--- src/rtl/nv_pkg.sv ---
/*
 Package for the nonvolatile byte access sequencer and its CPU-side controller.
 Assumes a 100 MHz CPU clock and a separate calibrated oscillator tick input.
*/
package nv_pkg;
	localparam int unsigned CLK_MHZ          = 100;
	localparam int unsigned ADDR_W           = 9;
	localparam int unsigned DATA_W           = 8;
	localparam int unsigned MEM_DEPTH        = 512;
	localparam logic [2:0]  READ_STALL       = 3'h4;
	localparam logic [2:0]  PROG_STALL       = 3'h2;
	localparam logic [2:0]  ARM_WINDOW       = 3'h4;
	// Programming times in microseconds, counted in oscillator ticks of 1 us
	localparam int unsigned ATOMIC_TIME_US   = 3400;
	localparam int unsigned SPLIT_TIME_US    = 1800;
	localparam logic [7:0]  ERASED_BYTE      = 8'hff;
	localparam logic [5:0]  CTRL_RESET       = 6'h00;
	// Control bit positions
	localparam int unsigned BIT_READ         = 0;
	localparam int unsigned BIT_PROG         = 1;
	localparam int unsigned BIT_MASTER       = 2;
	localparam int unsigned BIT_IRQ_EN       = 3;
	localparam int unsigned BIT_MODE_LO      = 4;
	localparam int unsigned BIT_MODE_HI      = 5;

	typedef enum logic [1:0] {
		MODE_ATOMIC = 2'h0,
		MODE_ERASE  = 2'h1,
		MODE_WRITE  = 2'h2,
		MODE_RSVD   = 2'h3
	} program_mode_field_t;

	// AXI4-Lite offsets of the controller's own registers
	localparam logic [3:0]  OFS_ADDR         = 4'h0;
	localparam logic [3:0]  OFS_DATA         = 4'h4;
	localparam logic [3:0]  OFS_CMD          = 4'h8;
	localparam logic [3:0]  OFS_STAT         = 4'hc;
	localparam logic [1:0]  RESP_OKAY        = 2'h0;
	localparam logic [1:0]  RESP_SLVERR      = 2'h2;
endpackage : nv_pkg

--- src/rtl/nv_if.sv ---
/*
 CPU register port of the sequencer: address, data, control writes and reads.
 Assumes both ends share mclk and rst_n.
*/
`timescale 1ns/1ps
`default_nettype none
interface nv_if;
	logic        addr_we;
	logic [8:0]  addr_wdata;
	logic        data_we;
	logic [7:0]  data_wdata;
	logic        ctrl_we;
	logic [5:0]  ctrl_wdata;
	logic [8:0]  nv_byte_address;
	logic [7:0]  nv_byte_data;
	logic [5:0]  nv_control;
	logic        cpu_stall;
	logic        ready_irq;
	modport device (input addr_we, addr_wdata, data_we, data_wdata, ctrl_we, ctrl_wdata,
		output nv_byte_address, nv_byte_data, nv_control, cpu_stall, ready_irq);
	modport cpu (output addr_we, addr_wdata, data_we, data_wdata, ctrl_we, ctrl_wdata,
		input nv_byte_address, nv_byte_data, nv_control, cpu_stall, ready_irq);
endinterface : nv_if
`default_nettype wire

--- src/rtl/nv_cpu_ctrl.sv ---
/*
 CPU end: AXI4-Lite slave taking orders and running the register sequences.
 Assumes one command at a time; software polls the status word.
*/
`timescale 1ns/1ps
`default_nettype none
module nv_cpu_ctrl (
	input  wire logic        mclk,
	input  wire logic        rst_n,
	input  wire logic [3:0]  s_axi_awaddr,
	input  wire logic        s_axi_awvalid,
	output logic             s_axi_awready,
	input  wire logic [31:0] s_axi_wdata,
	input  wire logic [3:0]  s_axi_wstrb,
	input  wire logic        s_axi_wvalid,
	output logic             s_axi_wready,
	output logic [1:0]       s_axi_bresp,
	output logic             s_axi_bvalid,
	input  wire logic        s_axi_bready,
	input  wire logic [3:0]  s_axi_araddr,
	input  wire logic        s_axi_arvalid,
	output logic             s_axi_arready,
	output logic [31:0]      s_axi_rdata,
	output logic [1:0]       s_axi_rresp,
	output logic             s_axi_rvalid,
	input  wire logic        s_axi_rready,
	nv_if.cpu                bus
);
	typedef enum logic [2:0] {IDLE, POLL, SETUP, ARM, FIRE, READ, HOLD} step_t;
	typedef struct packed {
		step_t       step;
		logic [8:0]  addr;
		logic [7:0]  data;
		logic [1:0]  mode;
		logic        is_read;
		logic        irq_en;
		logic        aw_got;
		logic        w_got;
		logic [3:0]  awaddr;
		logic [31:0] wdata;
		logic        bvalid;
		logic [1:0]  bresp;
		logic        rvalid;
		logic [31:0] rdata;
		logic [1:0]  rresp;
	} state_t;
	state_t s;
	state_t next_s;

	always_comb begin
		next_s = s;
		bus.addr_we = 1'b0;
		bus.addr_wdata = s.addr;
		bus.data_we = 1'b0;
		bus.data_wdata = s.data;
		bus.ctrl_we = 1'b0;
		bus.ctrl_wdata = {s.mode, s.irq_en, 3'h0};
		if (s_axi_awvalid && !s.aw_got) begin
			next_s.aw_got = 1'b1;
			next_s.awaddr = s_axi_awaddr;
		end
		if (s_axi_wvalid && !s.w_got) begin
			next_s.w_got = 1'b1;
			next_s.wdata = s_axi_wdata;
		end
		if (s.aw_got && s.w_got && !s.bvalid) begin
			next_s.aw_got = 1'b0;
			next_s.w_got = 1'b0;
			next_s.bvalid = 1'b1;
			next_s.bresp = nv_pkg::RESP_OKAY;
			unique case (s.awaddr)
				nv_pkg::OFS_ADDR: next_s.addr = s.wdata[8:0];
				nv_pkg::OFS_DATA: next_s.data = s.wdata[7:0];
				nv_pkg::OFS_CMD: begin
					next_s.irq_en = s.wdata[3];
					if (s.step == IDLE && s.wdata[0]) begin
						next_s.mode = s.wdata[2:1];
						next_s.is_read = s.wdata[4];
						next_s.step = POLL;
					end else if (s.step != IDLE && s.wdata[0])
						next_s.bresp = nv_pkg::RESP_SLVERR;
				end
				default: next_s.bresp = nv_pkg::RESP_SLVERR;
			endcase
		end
		if (s.bvalid && s_axi_bready)
			next_s.bvalid = 1'b0;
		if (s_axi_arvalid && !s.rvalid) begin
			next_s.rvalid = 1'b1;
			next_s.rresp = nv_pkg::RESP_OKAY;
			unique case (s_axi_araddr)
				nv_pkg::OFS_ADDR: next_s.rdata = {23'h0, s.addr};
				nv_pkg::OFS_DATA: next_s.rdata = {24'h0, s.data};
				nv_pkg::OFS_CMD:  next_s.rdata = {27'h0, s.is_read, s.irq_en, s.mode, 1'b0};
				nv_pkg::OFS_STAT: next_s.rdata = {21'h0, bus.ready_irq, bus.nv_control[1],
					bus.nv_byte_data, (s.step != IDLE)};
				default: begin
					next_s.rdata = 32'h0;
					next_s.rresp = nv_pkg::RESP_SLVERR;
				end
			endcase
		end
		if (s.rvalid && s_axi_rready)
			next_s.rvalid = 1'b0;
		// Sequence steps; each register write waits out any CPU stall
		if (!bus.cpu_stall) begin
			unique case (s.step)
				IDLE: ;
				POLL: if (!bus.nv_control[1]) next_s.step = SETUP;
				SETUP: begin
					bus.addr_we = 1'b1;
					bus.data_we = !s.is_read;
					bus.ctrl_we = !s.is_read;
					next_s.step = s.is_read ? READ : ARM;
				end
				ARM: begin
					bus.ctrl_we = 1'b1;
					bus.ctrl_wdata = {s.mode, s.irq_en, 3'h4};
					next_s.step = FIRE;
				end
				FIRE: begin
					bus.ctrl_we = 1'b1;
					bus.ctrl_wdata = {s.mode, s.irq_en, 3'h2};
					next_s.step = HOLD;
				end
				READ: begin
					bus.ctrl_we = 1'b1;
					bus.ctrl_wdata = {s.mode, s.irq_en, 3'h1};
					next_s.step = HOLD;
				end
				HOLD: begin
					next_s.data = bus.nv_byte_data;
					next_s.step = IDLE;
				end
			endcase
		end
	end

	always_ff @(posedge mclk or negedge rst_n) begin
		if (!rst_n) begin
			s <= '0;
		end else begin
			s <= next_s;
		end
	end

	assign s_axi_awready = !s.aw_got;
	assign s_axi_wready  = !s.w_got;
	assign s_axi_bvalid  = s.bvalid;
	assign s_axi_bresp   = s.bresp;
	assign s_axi_arready = !s.rvalid;
	assign s_axi_rvalid  = s.rvalid;
	assign s_axi_rdata   = s.rdata;
	assign s_axi_rresp   = s.rresp;
endmodule : nv_cpu_ctrl
`default_nettype wire

--- src/flat_wrapper.sv ---
// flat-port wrapper written by rule: the top's interface ports become plain ports
module nv_cpu_ctrl_flat 
  (mclk, rst_n, s_axi_awaddr, s_axi_awvalid, s_axi_awready, s_axi_wdata, s_axi_wstrb, s_axi_wvalid, s_axi_wready, s_axi_bresp, s_axi_bvalid, s_axi_bready, s_axi_araddr, s_axi_arvalid, s_axi_arready, s_axi_rdata, s_axi_rresp, s_axi_rvalid, s_axi_rready, bus_addr_we, bus_addr_wdata, bus_data_we, bus_data_wdata, bus_ctrl_we, bus_ctrl_wdata, bus_nv_byte_address, bus_nv_byte_data, bus_nv_control, bus_cpu_stall, bus_ready_irq);
  nv_if bus_i ();
  input  wire logic mclk;
  input  wire logic rst_n;
  input  wire logic [3:0] s_axi_awaddr;
  input  wire logic s_axi_awvalid;
  output logic s_axi_awready;
  input  wire logic [31:0] s_axi_wdata;
  input  wire logic [3:0] s_axi_wstrb;
  input  wire logic s_axi_wvalid;
  output logic s_axi_wready;
  output logic [1:0] s_axi_bresp;
  output logic s_axi_bvalid;
  input  wire logic s_axi_bready;
  input  wire logic [3:0] s_axi_araddr;
  input  wire logic s_axi_arvalid;
  output logic s_axi_arready;
  output logic [31:0] s_axi_rdata;
  output logic [1:0] s_axi_rresp;
  output logic s_axi_rvalid;
  input  wire logic s_axi_rready;
  output wire logic [$bits(bus_i.addr_we)-1:0] bus_addr_we;
  output wire logic [$bits(bus_i.addr_wdata)-1:0] bus_addr_wdata;
  output wire logic [$bits(bus_i.data_we)-1:0] bus_data_we;
  output wire logic [$bits(bus_i.data_wdata)-1:0] bus_data_wdata;
  output wire logic [$bits(bus_i.ctrl_we)-1:0] bus_ctrl_we;
  output wire logic [$bits(bus_i.ctrl_wdata)-1:0] bus_ctrl_wdata;
  input wire logic [$bits(bus_i.nv_byte_address)-1:0] bus_nv_byte_address;
  input wire logic [$bits(bus_i.nv_byte_data)-1:0] bus_nv_byte_data;
  input wire logic [$bits(bus_i.nv_control)-1:0] bus_nv_control;
  input wire logic [$bits(bus_i.cpu_stall)-1:0] bus_cpu_stall;
  input wire logic [$bits(bus_i.ready_irq)-1:0] bus_ready_irq;
  assign bus_addr_we = bus_i.addr_we;
  assign bus_addr_wdata = bus_i.addr_wdata;
  assign bus_data_we = bus_i.data_we;
  assign bus_data_wdata = bus_i.data_wdata;
  assign bus_ctrl_we = bus_i.ctrl_we;
  assign bus_ctrl_wdata = bus_i.ctrl_wdata;
  assign bus_i.nv_byte_address = bus_nv_byte_address;
  assign bus_i.nv_byte_data = bus_nv_byte_data;
  assign bus_i.nv_control = bus_nv_control;
  assign bus_i.cpu_stall = bus_cpu_stall;
  assign bus_i.ready_irq = bus_ready_irq;
  nv_cpu_ctrl u_core (.mclk(mclk), .rst_n(rst_n), .s_axi_awaddr(s_axi_awaddr), .s_axi_awvalid(s_axi_awvalid), .s_axi_awready(s_axi_awready), .s_axi_wdata(s_axi_wdata), .s_axi_wstrb(s_axi_wstrb), .s_axi_wvalid(s_axi_wvalid), .s_axi_wready(s_axi_wready), .s_axi_bresp(s_axi_bresp), .s_axi_bvalid(s_axi_bvalid), .s_axi_bready(s_axi_bready), .s_axi_araddr(s_axi_araddr), .s_axi_arvalid(s_axi_arvalid), .s_axi_arready(s_axi_arready), .s_axi_rdata(s_axi_rdata), .s_axi_rresp(s_axi_rresp), .s_axi_rvalid(s_axi_rvalid), .s_axi_rready(s_axi_rready), .bus(bus_i));
endmodule
--- config.mk ---
export PLATFORM = sky130hd
export DESIGN_NAME = nv_cpu_ctrl_flat
export DESIGN_NICKNAME = d
export VERILOG_FILES = /design/src/rtl/nv_pkg.sv /design/src/rtl/nv_if.sv /design/src/rtl/nv_cpu_ctrl.sv /design/src/flat_wrapper.sv
export SDC_FILE = /design/constraint.sdc
export NUM_CORES = 1
export LEC_CHECK = 0
export BUFFER_PORTS_ARGS = -buffer_cell sky130_fd_sc_hd__buf_4
export CAP_MARGIN = 20
export CELL_PAD_IN_SITES_DETAIL_PLACEMENT = 2
export CELL_PAD_IN_SITES_GLOBAL_PLACEMENT = 2
export CORE_MARGIN = 4
export CORE_UTILIZATION = 25
export CTS_BUF_LIST = sky130_fd_sc_hd__clkbuf_8
export CTS_CLUSTER_DIAMETER = 100
export DETAILED_ROUTE_END_ITERATION = 16
export GPL_TIMING_DRIVEN = 0
export PLACE_DENSITY = 0.77
export SYNTH_ARGS = -nofsm -noshare
export SYNTH_HDL_FRONTEND = slang
export SYNTH_SLANG_ARGS = --single-unit
--- constraint.sdc ---
create_clock -name mclk -period 1.3 [get_ports mclk]
set_input_delay 0.13 -clock mclk [delete_from_list [all_inputs] [get_ports mclk]]
set_output_delay 0.13 -clock mclk [all_outputs]
set_load 0.005 [all_outputs]
==> impl_metrics.yaml, run 1 <==
status:
  run_status: "finished with violations"
  violations: "negative setup slack"
min_path:
  min_path_type: "input pin to flip-flop"
  whs_path_depth: 2
synthesis:
  synth_warnings: 0
  synth_edf_count: 0
  syn_inst: 280
  synth_area_sq_um: 3010
  syn_avg_cell_area_sq_um: 10.7
  ys_ff_latch: 54
  synth_top_flop_cell: "dfrtp_1"
  synth-seq-area-share_pct: 45.0
  synth_cell_type_count: 42
  synthArstFlopShare_pct: 100
setup_path:
  cp_slowest_stage_delay_ps: 480
  critPathKind: "flip-flop to output port"
  arrival_ps: 1380
  path_cells: "buf_8, nor4_2, buf_4"
  cp_slowest_cell: "dfrtp_2"
  endpoint_kind: "output port"
  worstSetupStartpointType: "flip-flop"
  cp_max_fo: 8
  worst_r2r_path_depth: 4
  worstPathRequired_ps: 1170
route:
  drt_iter0_drc: 51
  viasPerCell: 4.45
  ant_nets: 0
  drcViolationCount: 0
  drtPass1Iterations: 4
  via_count: 2441
  wl_um: 9980
  routedWlPerCell_um: 18.2
clock_tree:
  root_buffer: "clkbuf_8"
  htreeDepth: 2
  clkLatencyLatePin_ps: 320
  clockBufferDepth: 2
  clkTransAtPathRegs_ps: 100
  numClockSinks: 54
  cts_tree: "built"
  cts_buffers: 5
global_routing:
  track_usage_pct: 13.6
  grt_pass1_wl_um: 15200
  antenna_found_initial: 0
  grt_max_degree: 55
  overflow: 0
  grt_pass1_vias: 2749
layout:
  layout_commonest_cell: "buf_4"
  fillers: 1265
  final_cell_mix: "buf_4 (152), dfrtp_1 (45), conb_1 (23)"
  syn2layout_area_growth_pct: 46.8
  finalInstanceArea_sq_um: 4410
  diodes: 0
  seqCellArea_sq_um: 1360
  final_nets: 482
  drive_gt1_share_pct: 56.4
  multi_input_area_sq_um: 1430
  fin_util_pct: 38.0
sta:
  finalSetupTns_ps: -4640
  period_share_pct: 116
  slew_violations: 0
  setup_viol: 31
  relSlewSlack_pct: 52.2
  hold_viol: 0
  worstMarginPinSlew_ps: 717
  setup_slack_ps: -209
  timing.fmax_mhz: 663
  rsz0062_at_grt: "true"
  whs_ps: 18.7
  fin_crit_ps: 1510
  fin_skew_ps: 8.80
power:
  vdd_drop_max_mv: 0.813
  leakage_nw: 2.16
  power_density_nw_per_um2: 1990
floorplanning:
  design.die.area_sq_um: 13800
  die_w_um: 118
  coreArea_sq_um: 11600
  io_pins: 143
  num_rows: 39
  start_util_pct: 25.9
  die_y_um: 118
place:
  place_hpwl_um: 7020
  dpl_worst_slack_ps: -311
  placed_area_sq_um: 3860
  numPortBuffers: 77
  gp_congestion: 0.798
run:
  cap_violations: 0
## metrics by stage
step	total power, mW	std cells
3_3_place_gp	6.30	522
3_5_place_dp	6.50	522
2_1_floorplan	4.96	302
6_report	8.80	549
4_1_cts	8.15	539
5_1_grt	9.39	549
## cell families after synthesis
| logic type | Yosys count | synth area share, % |
|---|---|---|
| multiplexers | 34 | 14.6 |
| AO/OA/AOI/OAI | 48 | 9.83 |
| other | 1 | 0.125 |
| flip-flops | 54 | 45.0 |
| buffers and inverters | 78 | 17.0 |
| AND/OR/NAND/NOR | 65 | 13.5 |
## timing repair
item	CTS	global route
gates cloned	0	2
resized for setup	39	33
setup buffers	9	9
pin swaps	11	7
hold buffers	3	0
setup endpoints to repair	51	37
hold endpoints to repair	56	0
## routing by layer
layer  up-vias  GRT usage, %  wire [um]
met5         -             0          0
li1       1149             -          -
met3         9          3.41        480
met1      1213          16.5       4240
met2        70          24.1       5150
met4         0          3.52        110
## flip-flops by register name, indices dropped and copies added (netlist names)
signal and count:
u_core.bus.addr_wdata 9, u_core.bus.data_wdata 8, u_core.s 22, u_core.s_axi_bresp 1
u_core.s_axi_bvalid 1, u_core.s_axi_rdata 11, u_core.s_axi_rresp 1, u_core.s_axi_rvalid 1
## critical path: cells and delay by family (launching register included)
family | cells | cell delay, ps
simple gates | 1 | 260
flops | 1 | 480
buf+inv | 2 | 310
## synth_stat cells, drive strengths merged, types with 2 or more instances
master	instances	area [sq um]
a21o	2	15.0
a21oi	5	25.0
a22o	4	35.0
a22oi	4	30.0
a2bb2oi	2	17.5
a31oi	10	62.6
buf	64	459
clkbuf	6	22.5
dfrtp	54	1350
inv	8	30.0
mux2	29	338
mux4	4	90.1
nand2	12	45.0
nand2b	4	25.0
nand3	9	57.6
nand3b	2	18.8
nor2	18	67.6
nor2b	2	12.5
nor3	4	20.0
nor4b	3	56.3
o21ai	19	95.1
or3	2	12.5
## power breakdown
| part | internal (mW) | switching [mW] | total [mW] |
|---|---|---|---|
| Sequential | 2.37 | 0.832 | 3.20 |
| Clock | 0.618 | 0.575 | 1.19 |
| Combinational | 2.63 | 1.78 | 4.41 |
| Total | 5.61 | 3.19 | 8.80 |
## final cells by class
cell class	instances	share of cell area, %
multi-input cells	171	32.5
flip-flops and latches	54	30.9
well taps	143	4.05
clock buffers	6	1.87
clock inverters	1	0.680
plain buffers	67	11.7
inverters	8	0.851
repair buffers	99	17.5
## worst paths after layout
kind | slack, ps | startpoint | to
setup / recovery | -210 | u_core.s[98]$_DFF_PN0_ | bus_ctrl_wdata[1]
min in group asynchronous | 410 | rst_n | u_core.s_axi_rdata[6]$_DFFE_PN0P_
hold / removal | 20 | s_axi_wdata[2] | u_core.s[40]$_DFFE_PN0P_
max in group asynchronous | 380 | rst_n | u_core.s[71]$_DFFE_PN0P_
setup reg to reg | -210 | u_core.s[99]$_DFF_PN0_ | u_core.s[77]$_DFFE_PN0P_
hold reg to reg | 500 | u_core.s[46]$_DFFE_PN0P_ | u_core.s[46]$_DFFE_PN0P_
Power figures use the tool's default switching activity.
==> run 2, diff against run 1 <==
--- a/config.mk
+++ b/config.mk
@@ -9,6 +9,7 @@
 export CAP_MARGIN = 20
 export CELL_PAD_IN_SITES_DETAIL_PLACEMENT = 2
 export CELL_PAD_IN_SITES_GLOBAL_PLACEMENT = 2
+export CORE_ASPECT_RATIO = 1.25
 export CORE_MARGIN = 4
 export CORE_UTILIZATION = 25
 export CTS_BUF_LIST = sky130_fd_sc_hd__clkbuf_8
==> run 2 against run 1 <==
Against the previous run: register-to-register slack hardly changed; flip-flop and latch count stayed put; the flow still finishes with violations (negative setup slack); maximum frequency is 0.91% lower; cell count is 3.3% higher; global-route usage is 0.20 points lower; total power is 2.5% lower.
==> impl_metrics.yaml, run 2 (synthesis gave the netlist of run 1 again) <==
setup_path:
  cp_max_fo: 8
  worstPathRequired_ps: 1490
  arrival_ps: 1710
  endpoint_kind: "flip-flop"
  cpLargestDelayFamily: "simple AND/OR/NAND/NOR gates"
  path_cells: "or4b_4, o21ai_2, a31oi_1"
  cp_slowest_stage_delay_ps: 640
  critPathBufInv: 0
  critPathKind: "flip-flop to flip-flop"
  cp_slowest_cell: "or4b_4"
  worstSetupStartpointType: "flip-flop"
power:
  power_frac_comb_pct: 49.8
  power.share.switching_pct: 36.5
  leakage_nw: 2.11
  vdd_drop_max_mv: 0.785
  intPower_mw: 5.45
  pwr-share-clk_pct: 13.5
  p_sw_mw: 3.13
  finalPower_mw: 8.58
  power_density_nw_per_um2: 1960
  pwr-share-seq_pct: 36.7
floorplanning:
  die_y_um: 131
  die_w_um: 106
  io_pins: 143
  design.die.area_sq_um: 13900
  num_rows: 44
  start_util_pct: 25.8
  coreArea_sq_um: 11700
place:
  dpl_worst_slack_ps: -277
  place_hpwl_um: 6800
  gp_congestion: 0.765
  numPortBuffers: 77
  placed_area_sq_um: 3880
  dp.cells: 540
sta:
  slew_violations: 0
  fin_skew_ps: 4.86
  period_share_pct: 117
  hold_viol: 0
  timing.fmax_mhz: 657
  fin_crit_ps: 1520
  relSlewSlack_pct: 52.0
  setup_viol: 29
  finalSetupTns_ps: -4720
  whs_ps: 27.2
  worstMarginPinSlew_ps: 720
  rsz0062_at_grt: "true"
  setup_slack_ps: -223
layout:
  largest_reg_flops: 22
  fin_util_pct: 37.5
  syn2layout_area_growth_pct: 45.8
  seqCellArea_sq_um: 1360
  layout_commonest_cell: "buf_4"
  layout.cells.non_filler: 567
  regMostFlops: "u_core.s"
  multi_input_area_sq_um: 1390
  final_cell_mix: "buf_4 (148), dfrtp_1 (47), mux2_1 (26)"
  finalInstanceArea_sq_um: 4380
  diodes: 0
  final_nets: 481
  fillers: 1315
  drive_gt1_share_pct: 52.7
route:
  ant_nets: 0
  wl_um: 9450
  viasPerCell: 4.31
  drt_iter0_drc: 42
  routedWlPerCell_um: 16.7
  drtPass1Iterations: 4
  drcViolationCount: 0
  via_count: 2441
clock_tree:
  root_buffer: "clkbuf_8"
  cts_tree: "built"
  cts_buffers: 5
  htreeDepth: 2
  clkLatencyLatePin_ps: 310
  clockBufferDepth: 2
  numClockSinks: 54
  clkTransAtPathRegs_ps: 100
status:
  violations: "negative setup slack"
  run_status: "finished with violations"
global_routing:
  antenna_found_initial: 0
  grt_pass1_wl_um: 14600
  track_usage_pct: 13.4
  grt_pass1_vias: 2763
  grt_max_degree: 55
  overflow: 0
min_path:
  min_path_type: "input pin to flip-flop"
run:
  cap_violations: 0
[run 2: cell type report]
cell class,count,area share (%)
multi-input cells,171,31.7
flip-flops and latches,54,31.0
repair buffers,98,17.4
plain buffers,67,11.9
well taps,161,4.60
clock buffers,5,1.57
clock inverters,3,0.914
inverters,8,0.857
[run 2: final timing paths]
check                                               from                                 end  slack, ps  depth (start not counted)
worst min register to register  u_core.s[46]$_DFFE_PN0P_            u_core.s[46]$_DFFE_PN0P_        490                          1
worst min-delay path                      s_axi_wdata[8]            u_core.s[46]$_DFFE_PN0P_         30                          2
max in group asynchronous                          rst_n            u_core.s[74]$_DFFE_PN0P_        370                          2
worst max-delay path            u_core.s[70]$_DFFE_PN0P_  u_core.bus.data_wdata[3]$_DFF_PN0_       -220                          3
min in group asynchronous                          rst_n   u_core.s_axi_rdata[7]$_DFFE_PN0P_        410                          2
worst max register to register  u_core.s[70]$_DFFE_PN0P_  u_core.bus.data_wdata[3]$_DFF_PN0_       -220                          3
[run 2: layer usage]
metal  routed length, um  global-route usage (%)
met3                 384                    3.00
met2                5140                    25.0
met4                  70                    2.74
met5                   0                       0
met1                3850                    16.0
[run 2: repair_timing]
action	in CTS	in global routing
gates resized for setup	44	18
hold buffers	3	0
hold endpoints to repair	56	0
pin swaps	11	6
cloned	1	1
buffers inserted	10	9
setup endpoints to repair	51	43
[run 2: power groups by stage]
stage	Clock (mW)	Combinational [mW]	Sequential [mW]
after floorplan	0	2.12	2.85
after global placement	0	3.20	3.09
after detailed placement	0	3.32	3.15
after CTS	1.21	3.98	3.12
after global routing	1.28	4.66	3.28
final	1.16	4.27	3.15
